--- src/hw/slbm_defs.vh ---
`ifndef SLBM_DEFS_VH
`define SLBM_DEFS_VH
// register byte offsets
`define SLBM_REG_BIAS_AMOUNT   8'h00
`define SLBM_REG_BIAS_WIDTH    8'h04
`define SLBM_REG_MODE_SELECT   8'h08
`define SLBM_REG_TORQUE_THR    8'h0c
`define SLBM_REG_SPEED_THR     8'h10
`define SLBM_REG_ACCEL_THR     8'h14
`define SLBM_REG_ERROR_THR     8'h18
`define SLBM_REG_AUTOTUNE_CFG  8'h1c
`define SLBM_REG_COMP_PERCENT  8'h20
`define SLBM_REG_INTEG_TIME    8'h24
`define SLBM_REG_CONTROL       8'h28
`define SLBM_REG_STATUS        8'h2c
// reset values and limits
`define SLBM_BIAS_AMOUNT_RST   16'h0000
`define SLBM_BIAS_AMOUNT_MAX   16'h01c2
`define SLBM_BIAS_WIDTH_RST    16'h0007
`define SLBM_BIAS_WIDTH_MAX    16'h00fa
`define SLBM_MODE_SELECT_RST   3'h0
`define SLBM_TORQUE_THR_RST    16'h00c8
`define SLBM_AUTOTUNE_RST      16'h0000
`define SLBM_AUTOTUNE_OFF      16'h0002
`define SLBM_COMP_PERCENT_RST  16'h0064
`define SLBM_INTEG_TIME_RST    16'h07d0
// mode switch selector codes
`define SLBM_SEL_TORQUE        3'h0
`define SLBM_SEL_SPEED         3'h1
`define SLBM_SEL_ACCEL         3'h2
`define SLBM_SEL_ERROR         3'h3
`define SLBM_SEL_NONE          3'h4
// compensation select digit, bits 7:4 of autotune config
`define SLBM_COMP_DIGIT_LSB    4
`define SLBM_COMP_DISABLE      4'h1
// integral time unit in ns and cycles per unit at 200 MHz
`define SLBM_CLK_PERIOD_NS     5
`define SLBM_INTEG_UNIT_NS     10000
`define SLBM_INTEG_UNIT_CYC    (`SLBM_INTEG_UNIT_NS / `SLBM_CLK_PERIOD_NS)
`endif

--- src/hw/slbm_tick_div.v ---
`timescale 1ns/1ps
// one-cycle enable every DIV clocks
module slbm_tick_div #(
  parameter DIV = 2000
) (
  input wire i_core_clk,
  input wire i_reset,
  output reg o_tick
);
  reg [15:0] cnt_q;
  // count down and pulse at zero
  always @(posedge i_core_clk) begin
    if (i_reset) begin
      cnt_q <= 16'h0000;
      o_tick <= 1'b0;
    end else if (cnt_q == 16'h0000) begin
      cnt_q <= DIV[15:0] - 16'h0001;
      o_tick <= 1'b1;
    end else begin
      cnt_q <= cnt_q - 16'h0001;
      o_tick <= 1'b0;
    end
  end
endmodule // slbm_tick_div

--- src/hw/slbm_sync3.v ---
`timescale 1ns/1ps
// three-stage synchroniser; output changes when stages two and three agree
module slbm_sync3 #(
  parameter W = 1
) (
  input wire i_core_clk,
  input wire i_reset,
  input wire [W-1:0] i_async,
  output reg [W-1:0] o_sync
);
  reg [W-1:0] s1_q;
  reg [W-1:0] s2_q;
  reg [W-1:0] s3_q;
  genvar g;
  // per-bit chain with agreement filter
  generate
    for (g = 0; g < W; g = g + 1) begin : g_bit
      always @(posedge i_core_clk) begin
        if (i_reset) begin
          s1_q[g] <= 1'b0;
          s2_q[g] <= 1'b0;
          s3_q[g] <= 1'b0;
          o_sync[g] <= 1'b0;
        end else begin
          s1_q[g] <= i_async[g];
          s2_q[g] <= s1_q[g];
          s3_q[g] <= s2_q[g];
          if (s2_q[g] == s3_q[g]) begin
            o_sync[g] <= s3_q[g];
          end
        end
      end
    end
  endgenerate
endmodule // slbm_sync3

--- src/hw/slbm_speed_loop.v ---
`timescale 1ns/1ps
`include "slbm_defs.vh"
// Function
// RULE1: add speed bias only while position error magnitude exceeds the bias width
// RULE2: bias amount 0 to 450 r/min, resets to zero, used in position control only
// RULE3: bias width 0 to 250 reference units, reset value 7
// RULE4: selector 0 torque, 1 speed, 2 acceleration, 3 error, 4 no switching
// RULE5: torque selection is default; P-only when torque exceeds threshold, default 200 %
// RULE6: speed selection gives P-only while speed reference exceeds speed threshold
// RULE7: acceleration selection gives P-only above threshold in 10 (r/min)/s steps; the code compares the raw feedback change per 0.01 ms instead
// RULE8: error selection gives P-only above threshold, only in position control
// RULE9: return to PI automatically when the switch condition clears
// RULE10: autotune config value 0002 disables online autotuning
// RULE11: scale speed feedback by compensation percent, nominal 100
// RULE12: compensation select digit 1 means no feedback compensation
// RULE13: integral time setting counts in 0.01 ms units
// RULE14: P-only freezes the integrator and drops integral action; PI resumes it
module slbm_speed_loop #(
  parameter DW = 16
) (
  input wire i_core_clk,
  input wire i_reset,
  input wire i_psel,
  input wire i_penable,
  input wire i_pwrite,
  input wire [7:0] i_paddr,
  input wire [31:0] i_pwdata,
  output wire o_pready,
  output reg [31:0] o_prdata,
  output wire o_pslverr,
  input wire i_position_mode,
  input wire i_sample_valid,
  input wire signed [DW-1:0] i_speed_ref,
  input wire signed [DW-1:0] i_torque_ref,
  input wire signed [DW-1:0] i_position_error,
  input wire signed [DW-1:0] i_speed_feedback,
  output reg signed [DW-1:0] o_speed_ref_biased,
  output reg signed [DW-1:0] o_speed_feedback_comp,
  output reg signed [DW+15:0] o_integrator,
  output reg o_p_only,
  output reg o_autotune_enable,
  output reg o_integ_tick
);
  reg [15:0] bias_amount_q;
  reg [15:0] bias_width_q;
  reg [2:0] mode_select_q;
  reg [15:0] torque_thr_q;
  reg [15:0] speed_thr_q;
  reg [15:0] accel_thr_q;
  reg [15:0] error_thr_q;
  reg [15:0] autotune_cfg_q;
  reg [15:0] comp_percent_q;
  reg [15:0] integ_time_q;
  reg [15:0] int_cnt_q;
  reg signed [DW-1:0] fb_prev_q;
  reg [DW-1:0] accel_q;
  reg [DW-1:0] err_abs;
  reg [DW-1:0] spd_abs;
  reg [DW-1:0] trq_abs;
  reg switch_cond;
  reg signed [DW+16:0] comp_prod;
  reg signed [DW+16:0] comp_scaled;
  reg signed [DW:0] biased_sum;
  reg signed [DW:0] speed_err;
  wire sync_position_mode;
  wire unit_tick;
  wire wr_en;
  wire comp_off;
  wire bias_on;

  // position-mode strap arrives from the drive's mode logic pin
  slbm_sync3 #(.W(1)) u_sync (
    .i_core_clk(i_core_clk),
    .i_reset(i_reset),
    .i_async(i_position_mode),
    .o_sync(sync_position_mode)
  );

  // 0.01 ms time base for the integral time constant
  slbm_tick_div #(.DIV(`SLBM_INTEG_UNIT_CYC)) u_div (
    .i_core_clk(i_core_clk),
    .i_reset(i_reset),
    .o_tick(unit_tick)
  );

  // apb slave answers with zero wait states; writes take effect on the access edge
  assign o_pready = 1'b1;
  assign o_pslverr = 1'b0;
  assign wr_en = i_psel & i_penable & i_pwrite;

  // register writes with range clamping
  always @(posedge i_core_clk) begin
    if (i_reset) begin
      bias_amount_q <= `SLBM_BIAS_AMOUNT_RST;
      bias_width_q <= `SLBM_BIAS_WIDTH_RST;
      mode_select_q <= `SLBM_MODE_SELECT_RST;
      torque_thr_q <= `SLBM_TORQUE_THR_RST;
      speed_thr_q <= 16'h0000;
      accel_thr_q <= 16'h0000;
      error_thr_q <= 16'h0000;
      autotune_cfg_q <= `SLBM_AUTOTUNE_RST;
      comp_percent_q <= `SLBM_COMP_PERCENT_RST;
      integ_time_q <= `SLBM_INTEG_TIME_RST;
    end else if (wr_en) begin
      case (i_paddr)
        `SLBM_REG_BIAS_AMOUNT: begin
          bias_amount_q <= (i_pwdata[15:0] > `SLBM_BIAS_AMOUNT_MAX) ? `SLBM_BIAS_AMOUNT_MAX
                           : i_pwdata[15:0]; // [RULE2]
        end
        `SLBM_REG_BIAS_WIDTH: begin
          bias_width_q <= (i_pwdata[15:0] > `SLBM_BIAS_WIDTH_MAX) ? `SLBM_BIAS_WIDTH_MAX
                          : i_pwdata[15:0]; // [RULE3]
        end
        `SLBM_REG_MODE_SELECT: begin
          mode_select_q <= (i_pwdata[2:0] > `SLBM_SEL_NONE) ? `SLBM_SEL_NONE : i_pwdata[2:0]; // [RULE4]
        end
        `SLBM_REG_TORQUE_THR: torque_thr_q <= i_pwdata[15:0];
        `SLBM_REG_SPEED_THR: speed_thr_q <= i_pwdata[15:0];
        `SLBM_REG_ACCEL_THR: accel_thr_q <= i_pwdata[15:0];
        `SLBM_REG_ERROR_THR: error_thr_q <= i_pwdata[15:0];
        `SLBM_REG_AUTOTUNE_CFG: autotune_cfg_q <= i_pwdata[15:0];
        `SLBM_REG_COMP_PERCENT: comp_percent_q <= i_pwdata[15:0];
        `SLBM_REG_INTEG_TIME: integ_time_q <= i_pwdata[15:0];
        default: ;
      endcase
    end
  end

  // read mux; unmapped addresses read zero
  always @* begin
    case (i_paddr)
      `SLBM_REG_BIAS_AMOUNT: o_prdata = {16'h0000, bias_amount_q};
      `SLBM_REG_BIAS_WIDTH: o_prdata = {16'h0000, bias_width_q};
      `SLBM_REG_MODE_SELECT: o_prdata = {29'h0, mode_select_q};
      `SLBM_REG_TORQUE_THR: o_prdata = {16'h0000, torque_thr_q};
      `SLBM_REG_SPEED_THR: o_prdata = {16'h0000, speed_thr_q};
      `SLBM_REG_ACCEL_THR: o_prdata = {16'h0000, accel_thr_q};
      `SLBM_REG_ERROR_THR: o_prdata = {16'h0000, error_thr_q};
      `SLBM_REG_AUTOTUNE_CFG: o_prdata = {16'h0000, autotune_cfg_q};
      `SLBM_REG_COMP_PERCENT: o_prdata = {16'h0000, comp_percent_q};
      `SLBM_REG_INTEG_TIME: o_prdata = {16'h0000, integ_time_q};
      `SLBM_REG_STATUS: o_prdata = {28'h0, o_autotune_enable, bias_on, sync_position_mode, o_p_only};
      default: o_prdata = 32'h0000_0000;
    endcase
  end

  // magnitudes of the detection quantities
  always @* begin
    err_abs = i_position_error[DW-1] ? (~i_position_error + 1'b1) : i_position_error;
    spd_abs = i_speed_ref[DW-1] ? (~i_speed_ref + 1'b1) : i_speed_ref;
    trq_abs = i_torque_ref[DW-1] ? (~i_torque_ref + 1'b1) : i_torque_ref;
  end

  assign bias_on = sync_position_mode & ({{(32-DW){1'b0}}, err_abs} > {16'h0000, bias_width_q}); // [RULE1] [RULE2]
  assign comp_off = (autotune_cfg_q[`SLBM_COMP_DIGIT_LSB+3:`SLBM_COMP_DIGIT_LSB] == `SLBM_COMP_DISABLE);

  // mode switch detection; condition clearing returns to PI by itself
  always @* begin
    case (mode_select_q)
      `SLBM_SEL_TORQUE: switch_cond = ({16'h0000, trq_abs} > {16'h0000, torque_thr_q}); // [RULE5]
      `SLBM_SEL_SPEED: switch_cond = ({16'h0000, spd_abs} > {16'h0000, speed_thr_q}); // [RULE6]
      `SLBM_SEL_ACCEL: switch_cond = ({16'h0000, accel_q} > {16'h0000, accel_thr_q}); // [RULE7]
      `SLBM_SEL_ERROR: switch_cond = sync_position_mode & ({16'h0000, err_abs} > {16'h0000, error_thr_q}); // [RULE8]
      default: switch_cond = 1'b0; // [RULE4]
    endcase
  end

  // acceleration as feedback change per 0.01 ms unit, compared raw rather than in 10 (r/min)/s steps
  always @(posedge i_core_clk) begin
    if (i_reset) begin
      fb_prev_q <= {DW{1'b0}};
      accel_q <= {DW{1'b0}};
    end else if (unit_tick) begin
      fb_prev_q <= i_speed_feedback;
      accel_q <= (i_speed_feedback >= fb_prev_q) ? (i_speed_feedback - fb_prev_q)
                 : (fb_prev_q - i_speed_feedback); // [RULE7]
    end
  end

  // bias addition and feedback compensation datapath
  always @* begin
    biased_sum = {i_speed_ref[DW-1], i_speed_ref};
    if (bias_on) begin
      if (i_position_error[DW-1]) begin
        biased_sum = biased_sum - $signed({1'b0, bias_amount_q[DW-1:0]}); // [RULE1]
      end else begin
        biased_sum = biased_sum + $signed({1'b0, bias_amount_q[DW-1:0]}); // [RULE1]
      end
    end
    comp_prod = i_speed_feedback * $signed({1'b0, comp_percent_q}); // [RULE11]
    comp_scaled = comp_prod / 100; // quotient kept at product width, low word taken below
    speed_err = {o_speed_ref_biased[DW-1], o_speed_ref_biased} - {o_speed_feedback_comp[DW-1], o_speed_feedback_comp};
  end

  // registered outputs updated per sample; autotune enable follows the config every cycle
  always @(posedge i_core_clk) begin
    if (i_reset) begin
      o_speed_ref_biased <= {DW{1'b0}};
      o_speed_feedback_comp <= {DW{1'b0}};
      o_p_only <= 1'b0;
      o_autotune_enable <= 1'b1;
    end else begin
      o_autotune_enable <= (autotune_cfg_q != `SLBM_AUTOTUNE_OFF); // [RULE10]
      if (i_sample_valid) begin
        o_speed_ref_biased <= biased_sum[DW-1:0];
        o_speed_feedback_comp <= comp_off ? i_speed_feedback : comp_scaled[DW-1:0]; // [RULE11] [RULE12]
        o_p_only <= switch_cond; // [RULE9]
      end
    end
  end

  // integrator steps once every integ_time units of 0.01 ms, frozen in P-only
  always @(posedge i_core_clk) begin
    if (i_reset) begin
      int_cnt_q <= 16'h0000;
      o_integrator <= {(DW+16){1'b0}};
      o_integ_tick <= 1'b0;
    end else begin
      o_integ_tick <= 1'b0;
      if (unit_tick && !o_p_only) begin // [RULE14]
        if (int_cnt_q + 16'h0001 >= integ_time_q) begin // [RULE13]
          int_cnt_q <= 16'h0000;
          o_integrator <= o_integrator + {{15{speed_err[DW]}}, speed_err};
          o_integ_tick <= 1'b1;
        end else begin
          int_cnt_q <= int_cnt_q + 16'h0001;
        end
      end
    end
  end
endmodule // slbm_speed_loop

--- config.mk ---
export PLATFORM = sky130hd
export DESIGN_NAME = slbm_speed_loop
export DESIGN_NICKNAME = d
export VERILOG_FILES = /design/src/hw/slbm_tick_div.v /design/src/hw/slbm_sync3.v /design/src/hw/slbm_speed_loop.v
export VERILOG_INCLUDE_DIRS = /design/src /design/src/hw
export SDC_FILE = /design/constraint.sdc
export NUM_CORES = 2
export LEC_CHECK = 0
export ABC_AREA = 1
export BUFFER_PORTS_ARGS = -buffer_cell sky130_fd_sc_hd__buf_4
export CORE_MARGIN = 3
export CORE_UTILIZATION = 35
export CTS_CLUSTER_SIZE = 25
export DETAILED_ROUTE_END_ITERATION = 8
export HOLD_SLACK_MARGIN = 0.08
export PLACE_DENSITY_LB_ADDON = 0.05
export SLEW_MARGIN = 20
export SYNTH_ARGS = -nofsm -noshare
export SYNTH_HDL_FRONTEND = slang
export SYNTH_HIERARCHICAL = 1
export SYNTH_SLANG_ARGS = --single-unit
--- constraint.sdc ---
create_clock -name i_core_clk -period 28 [get_ports i_core_clk]
set_input_delay 4.2 -clock i_core_clk [delete_from_list [all_inputs] [get_ports i_core_clk]]
set_output_delay 4.2 -clock i_core_clk [all_outputs]
set_load 0.05 [all_outputs]
==> After elaboration in Yosys (flattened, before gate mapping) <==
Index checks and enable logic that the tools add are counted.
{ "word_totals": {"wordCells": 107, "out_inout_bits": 101, "reg_bits": 283, "inputBits": 111} }
{ "op_classes": {"order_cmp": 10, "bitwise": 8, "n_reduce_logical": 18, "n_mux": 16, "n_mul": 1, "eq_ne": 16, "div_mod_pow": 1, "add_sub_neg": 11} }
{ "op_table": {"columns": ["cell", "n"], "rows": [
  ["$pmux W16 S11", 1],
  ["$mux W16", 10],
  ["$gt A16 B16 Y1", 5],
  ["$add A16 B1 Y16 const B", 4],
  ["$not A16 Y16", 3],
  ["$sub A16 B16 Y16", 3],
  ["$div A33 B8 Y33 const B", 1],
  ["$mul A16 B17 Y33", 1],
  ["$add A32 B32 Y32", 1],
  ["$eq A8 B5 Y1 const B", 4],
  ["$ge A16 B16 Y1", 2],
  ["$eq A8 B6 Y1 const B", 3],
  ["$reduce_and A2 Y1", 11],
  ["$sub A16 B16 Y17", 1],
  ["$add A16 B16 Y16", 1],
  ["$eq A8 B4 Y1 const B", 2],
  ["$gt A16 B8 Y1 const B", 1],
  ["$gt A16 B9 Y1 const B", 1],
  ["$logic_not A16 Y1", 1],
  ["$ne A16 B2 Y1 const B", 1],
  ["$sub A16 B1 Y16 const B", 1],
  ["$mux W11", 1],
  ["$eq A8 B3 Y1 const B", 1],
  ["$logic_not A8 Y1", 1],
  ["14 further kinds", 20]
]} }

==> Logic depth before layout (Yosys ltp) <==
{ "depth": {"ltp_word": 6, "ltp_mapped": 177, "depth_no_buf": 175} }

==> By module <==
Netlist, hierarchy kept.
{ "by_module_without_submodules": {"columns": ["module", "n_inst", "area_per_inst_um2", "cells_each", "seq_area_each_um2"], "rows": [
  ["slbm_speed_loop", 1, 33309.4, 4947, 5245.0],
  ["slbm_tick_div", 1, 902.1, 118, 340.3],
  ["slbm_sync3", 1, 121.4, 13, 80.1]
]} }

==> Least setup slack after synthesis <==
Ideal clock, no wire load.
{ "synth_path": {"path_kind": "input-to-reg", "startpoint": "input port i_speed_feedback[8]", "endpoint": "register o_speed_feedback_comp[14]", "path_stages": 151, "arrival_time_ns": 21.064, "setup_ns": 0.122, "slack_ns": 6.814, "required_time_ns": 27.878, "path_buffers": 2, "path_cell_list": "clkbuf_1 clkbuf_1 nand2_1 fa_1 inv_1 fa_1 inv_1 fa_1 inv_1 fa_1 fa_1 inv_1 fa_1 inv_1 ha_1 nand2_1 inv_1 a21oi_1 (+115 left out) nand2_2 nand2_2 nor2_2 nand2_2 nand2_2 nand2_1 nand3_1 nand2_2 nand2_2 inv_2 ha_1 nand4_1 o41ai_1 o21ai_1 xnor2_1 nand2_1 o211ai_1 a21oi_1"} }
{ "synth_between": {"elab_chain_len": 3} }
{ "synth_lines": {"columns": ["element", "line", "text"], "rows": [
  ["start: declaration", "slbm_speed_loop.v:36", "input wire signed [DW-1:0] i_speed_feedback,"],
  ["$mul A16 B17 Y33", "slbm_speed_loop.v:190", "comp_prod = i_speed_feedback * $signed({1'b0, comp_percent_q});"],
  ["$div A33 B8 Y33", "slbm_speed_loop.v:191", "comp_scaled = comp_prod / 100;"],
  ["$mux W16", "slbm_speed_loop.v:206", "o_speed_feedback_comp <= comp_off ? i_speed_feedback : comp_scaled[DW-1:0];"],
  ["end signal: assignment", "slbm_speed_loop.v:199", "o_speed_feedback_comp <= {DW{1'b0}};"],
  ["end signal: assignment", "slbm_speed_loop.v:206", null],
  ["end: declaration", "slbm_speed_loop.v:38", "output reg signed [DW-1:0] o_speed_feedback_comp,"]
]} }
No other way between the ends.
A chain may end at the register's enable or synchronous reset.

==> Worst setup path after layout <==
{ "layout_path": {"startpoint": "input port i_speed_feedback[15]", "endpoint": "register o_speed_feedback_comp[14]"} }
Same word-level chain as after synthesis.

==> out/results.txt <==
Post-DR wirelength/cell: 17.6 um
GP Congestion: 0.929
Die area: 0.102 sq mm
Synth-to-Final Area Change: 10.2%
Setup violators final: 0
F_max: 41.7 MHz
Hold/Removal Path Class: flip-flop to flip-flop
Synth async-reset ratio: 0%
Number of max-cap violations: 0
Setup tns final: 0 ns
Initial core utilization: 35.4%
Htree depth: 2
Clk sinks: 283
Worst slew pin tran: 0.999 ns
Largest net degree at the start of global routing: 81
Final min period: 24.00 ns
GRT Overall Usage: 21.8%
Worst skew pair latency: 0.57 ns
Reg clk slew, reported paths: 0.06 ns
Slowest stage delay, CP: 0.57 ns
IO Pins: 212
Cts hold-fix bufs: 0
Syn. warnings: 6
Core area: 0.0970 sq mm
CP arrival: 24.40 ns
Hold Vio Cnt, Final: 0
Critical path class: input pin to flip-flop
Final nets: 5780
Post-route ant nets: 0
Final WL: 113000 um
Synthesized netlist cell count: 5078
DRC: 0
Period utilization: 85.7%
Netlist cell types: 73
Die width: 319 um
#FFs+latches synth: 283
Dominant synthesized flop cell: dfxtp_1
Mapped Area: 0.0343 sq mm
Status: completed
Final HPWL DP: 90400 um
Die Y: 319 um
Detailed Route Iter0 Violations: 2241
CP max-delay cell: fa_1
Worst EP required: 28.40 ns
Postcts setup bufs: 0
Most used cell, CP: nand2_2
Crit. End Element: flip-flop
Final Skew: 0.0313 ns
Reg area: 0.00567 sq mm
CP max FO: 45
Hold Worst Slack: 0.401 ns
Relative slew margins: 32.9%
CTS max path bufs: 3
Ant diodes: 0
Detailed-route via count: 31900
Initial antenna violation count: 0
Post-synth EDFFs: 0
First-pass GRT wire length: 176000 um
CTS tree: built
Largest register FFs: 32
IO buf count: 177
Initial DRT Pass Iterations: 7
Vias in the first global route: 30100
Layout cells sized above 1: 11.7%
Sequential area share after synthesis: 16.5%
Final Max Tran Viols: 0
Filler cells: 10600
Total congestion overflow: 0
Startpoint Class: input pin
Largest Register: o_integrator
Post-Route Utilization: 39.0%
Multi-input logic area: 0.0239 sq mm
RSZ-0062 raised after global routing: no
Rows: 114
Total CTS buffers: 35
Mean post-synth cell area: 6.76 sq um
Vias/cell: 4.94
PostCTS Resize Cnt: 0
Root buf cell: clkbuf_16
==> kinds of logic (layout without fill, tap and decap cells) <==
kind of cell	Yosys count	in the layout	share of synthesized area, %
buffers and inverters	1226	1308	14.0
xor gates and xnor gates	161	161	4.18
adders and majority gates	518	518	23.2
DFF	283	283	16.5
and+or+nand+nor	1998	1998	27.1
other	2	18	0.0219
AOI/OAI and AO/OA	887	887	14.9
muxes	3	3	0.0875
==> final timing paths <==
path                        start                         to  slack, ns  depth (start not counted)
max reg2reg     comp_percent_q[8]  o_speed_feedback_comp[14]       7.24                        137
min                   u_sync/s1_q                u_sync/s2_q       0.40                          2
max          i_speed_feedback[15]  o_speed_feedback_comp[14]       4.00                        138
min reg2reg           u_sync/s1_q                u_sync/s2_q       0.40                          2
==> metal layers <==
layer | track usage (%) | wire, um | part of all wire [%] | vias up
met2 | 34.8 | 50400 | 45 | 701
met1 | 31.3 | 55000 | 49 | 14700
met4 | 5.02 | 2710 | 2.4 | 0
li1 | - | - | - | 16300
met5 | 0 | 0 | 0 | -
met3 | 2.45 | 5200 | 4.6 | 136
==> final cells by class <==
| cell class | instances | share of cell area, % |
|---|---|---|
| Inverter | 1040 | 10.4 |
| Tap cell | 1276 | 4.22 |
| Multi-Input combinational cell | 3585 | 63.2 |
| Timing Repair Buffer | 206 | 4.09 |
| Clock buffer | 49 | 2.64 |
| Clock inverter | 13 | 0.493 |
| Sequential cell | 283 | 15.0 |
==> critical path, delay by kind of cell <==
family	cells	cell delay, ns
AND/OR/NAND/NOR	106	12.79
buffers and inverters	13	1.35
XOR/XNOR	4	0.97
AO/OA/AOI/OAI	7	1.33
adder cells (fa/ha/maj)	8	3.70
==> metrics by stage <==
step	area (sq um)	worst slack, ns	instances
after CTS	37800	3.76	6452
after global placement	36700	3.19	6390
after floorplan	34400	6.81	5094
final	37800	4.00	6452
after global routing	37800	1.90	6452
after detailed placement	36700	3.24	6390
==> synthesized netlist by cell type, types with 5 or more instances <==
| library cell | instances | area share (%) |
|---|---|---|
| nand2_4 | 37 | 1.2 |
| buf_4 | 18 | 0.39 |
| nor2_1 | 288 | 3.1 |
| a31oi_1 | 12 | 0.22 |
| inv_1 | 972 | 11 |
| a221o_1 | 6 | 0.17 |
| a221oi_1 | 36 | 0.92 |
| buf_1 | 7 | 0.077 |
| clkbuf_8 | 7 | 0.28 |
| nand4_1 | 66 | 1.2 |
| nor4_1 | 15 | 0.27 |
| nor2_4 | 12 | 0.39 |
| o21ai_0 | 269 | 3.9 |
| nand3b_1 | 5 | 0.11 |
| o221ai_1 | 11 | 0.28 |
| dfxtp_1 | 283 | 17 |
| fa_1 | 199 | 12 |
| clkbuf_1 | 145 | 1.6 |
| a21oi_1 | 349 | 5.1 |
| nand3_1 | 263 | 3.8 |
| xor2_1 | 124 | 3.2 |
| nand2_2 | 148 | 2.7 |
| inv_2 | 54 | 0.59 |
| nand4_2 | 16 | 0.58 |
| ha_1 | 319 | 12 |
| nand3_2 | 12 | 0.35 |
| a211oi_1 | 13 | 0.28 |
| nand2_1 | 1020 | 11 |
| or2_2 | 6 | 0.11 |
| nor2_2 | 32 | 0.58 |
| a21o_1 | 7 | 0.15 |
| xnor2_1 | 35 | 0.89 |
| o21ai_1 | 29 | 0.42 |
| nor3_1 | 57 | 0.83 |
| o21bai_1 | 29 | 0.63 |
| a22oi_1 | 10 | 0.22 |
| buf_6 | 7 | 0.23 |
| o211ai_1 | 38 | 0.83 |
| o22ai_1 | 36 | 0.66 |
| clkinv_1 | 12 | 0.13 |
| o31ai_1 | 14 | 0.31 |
==> cell usage in the layout (no fill, tap or decap), types with 13 or more instances in the layout <==
cell	n
a21oi_1	349
nand3_1	263
fa_1	199
a221oi_1	36
o211ai_1	38
nand4_1	66
inv_2	54
nand4_2	16
nor2_2	33
inv_1	972
nor2_1	287
xor2_1	124
a211oi_1	13
nor3_1	57
xnor2_1	35
o21bai_1	29
clkbuf_16	36
o22ai_1	36
nand2_1	1020
o21ai_1	29
o21ai_0	269
ha_1	319
dfxtp_1	282
nand2_4	37
nor4_1	14
buf_4	206
nand2_2	148
o31ai_1	14
conb_1	18
Power is left out: the tool's default activity adds up to more than one toggle a clock period on the data nets, which glitch-free logic cannot reach.
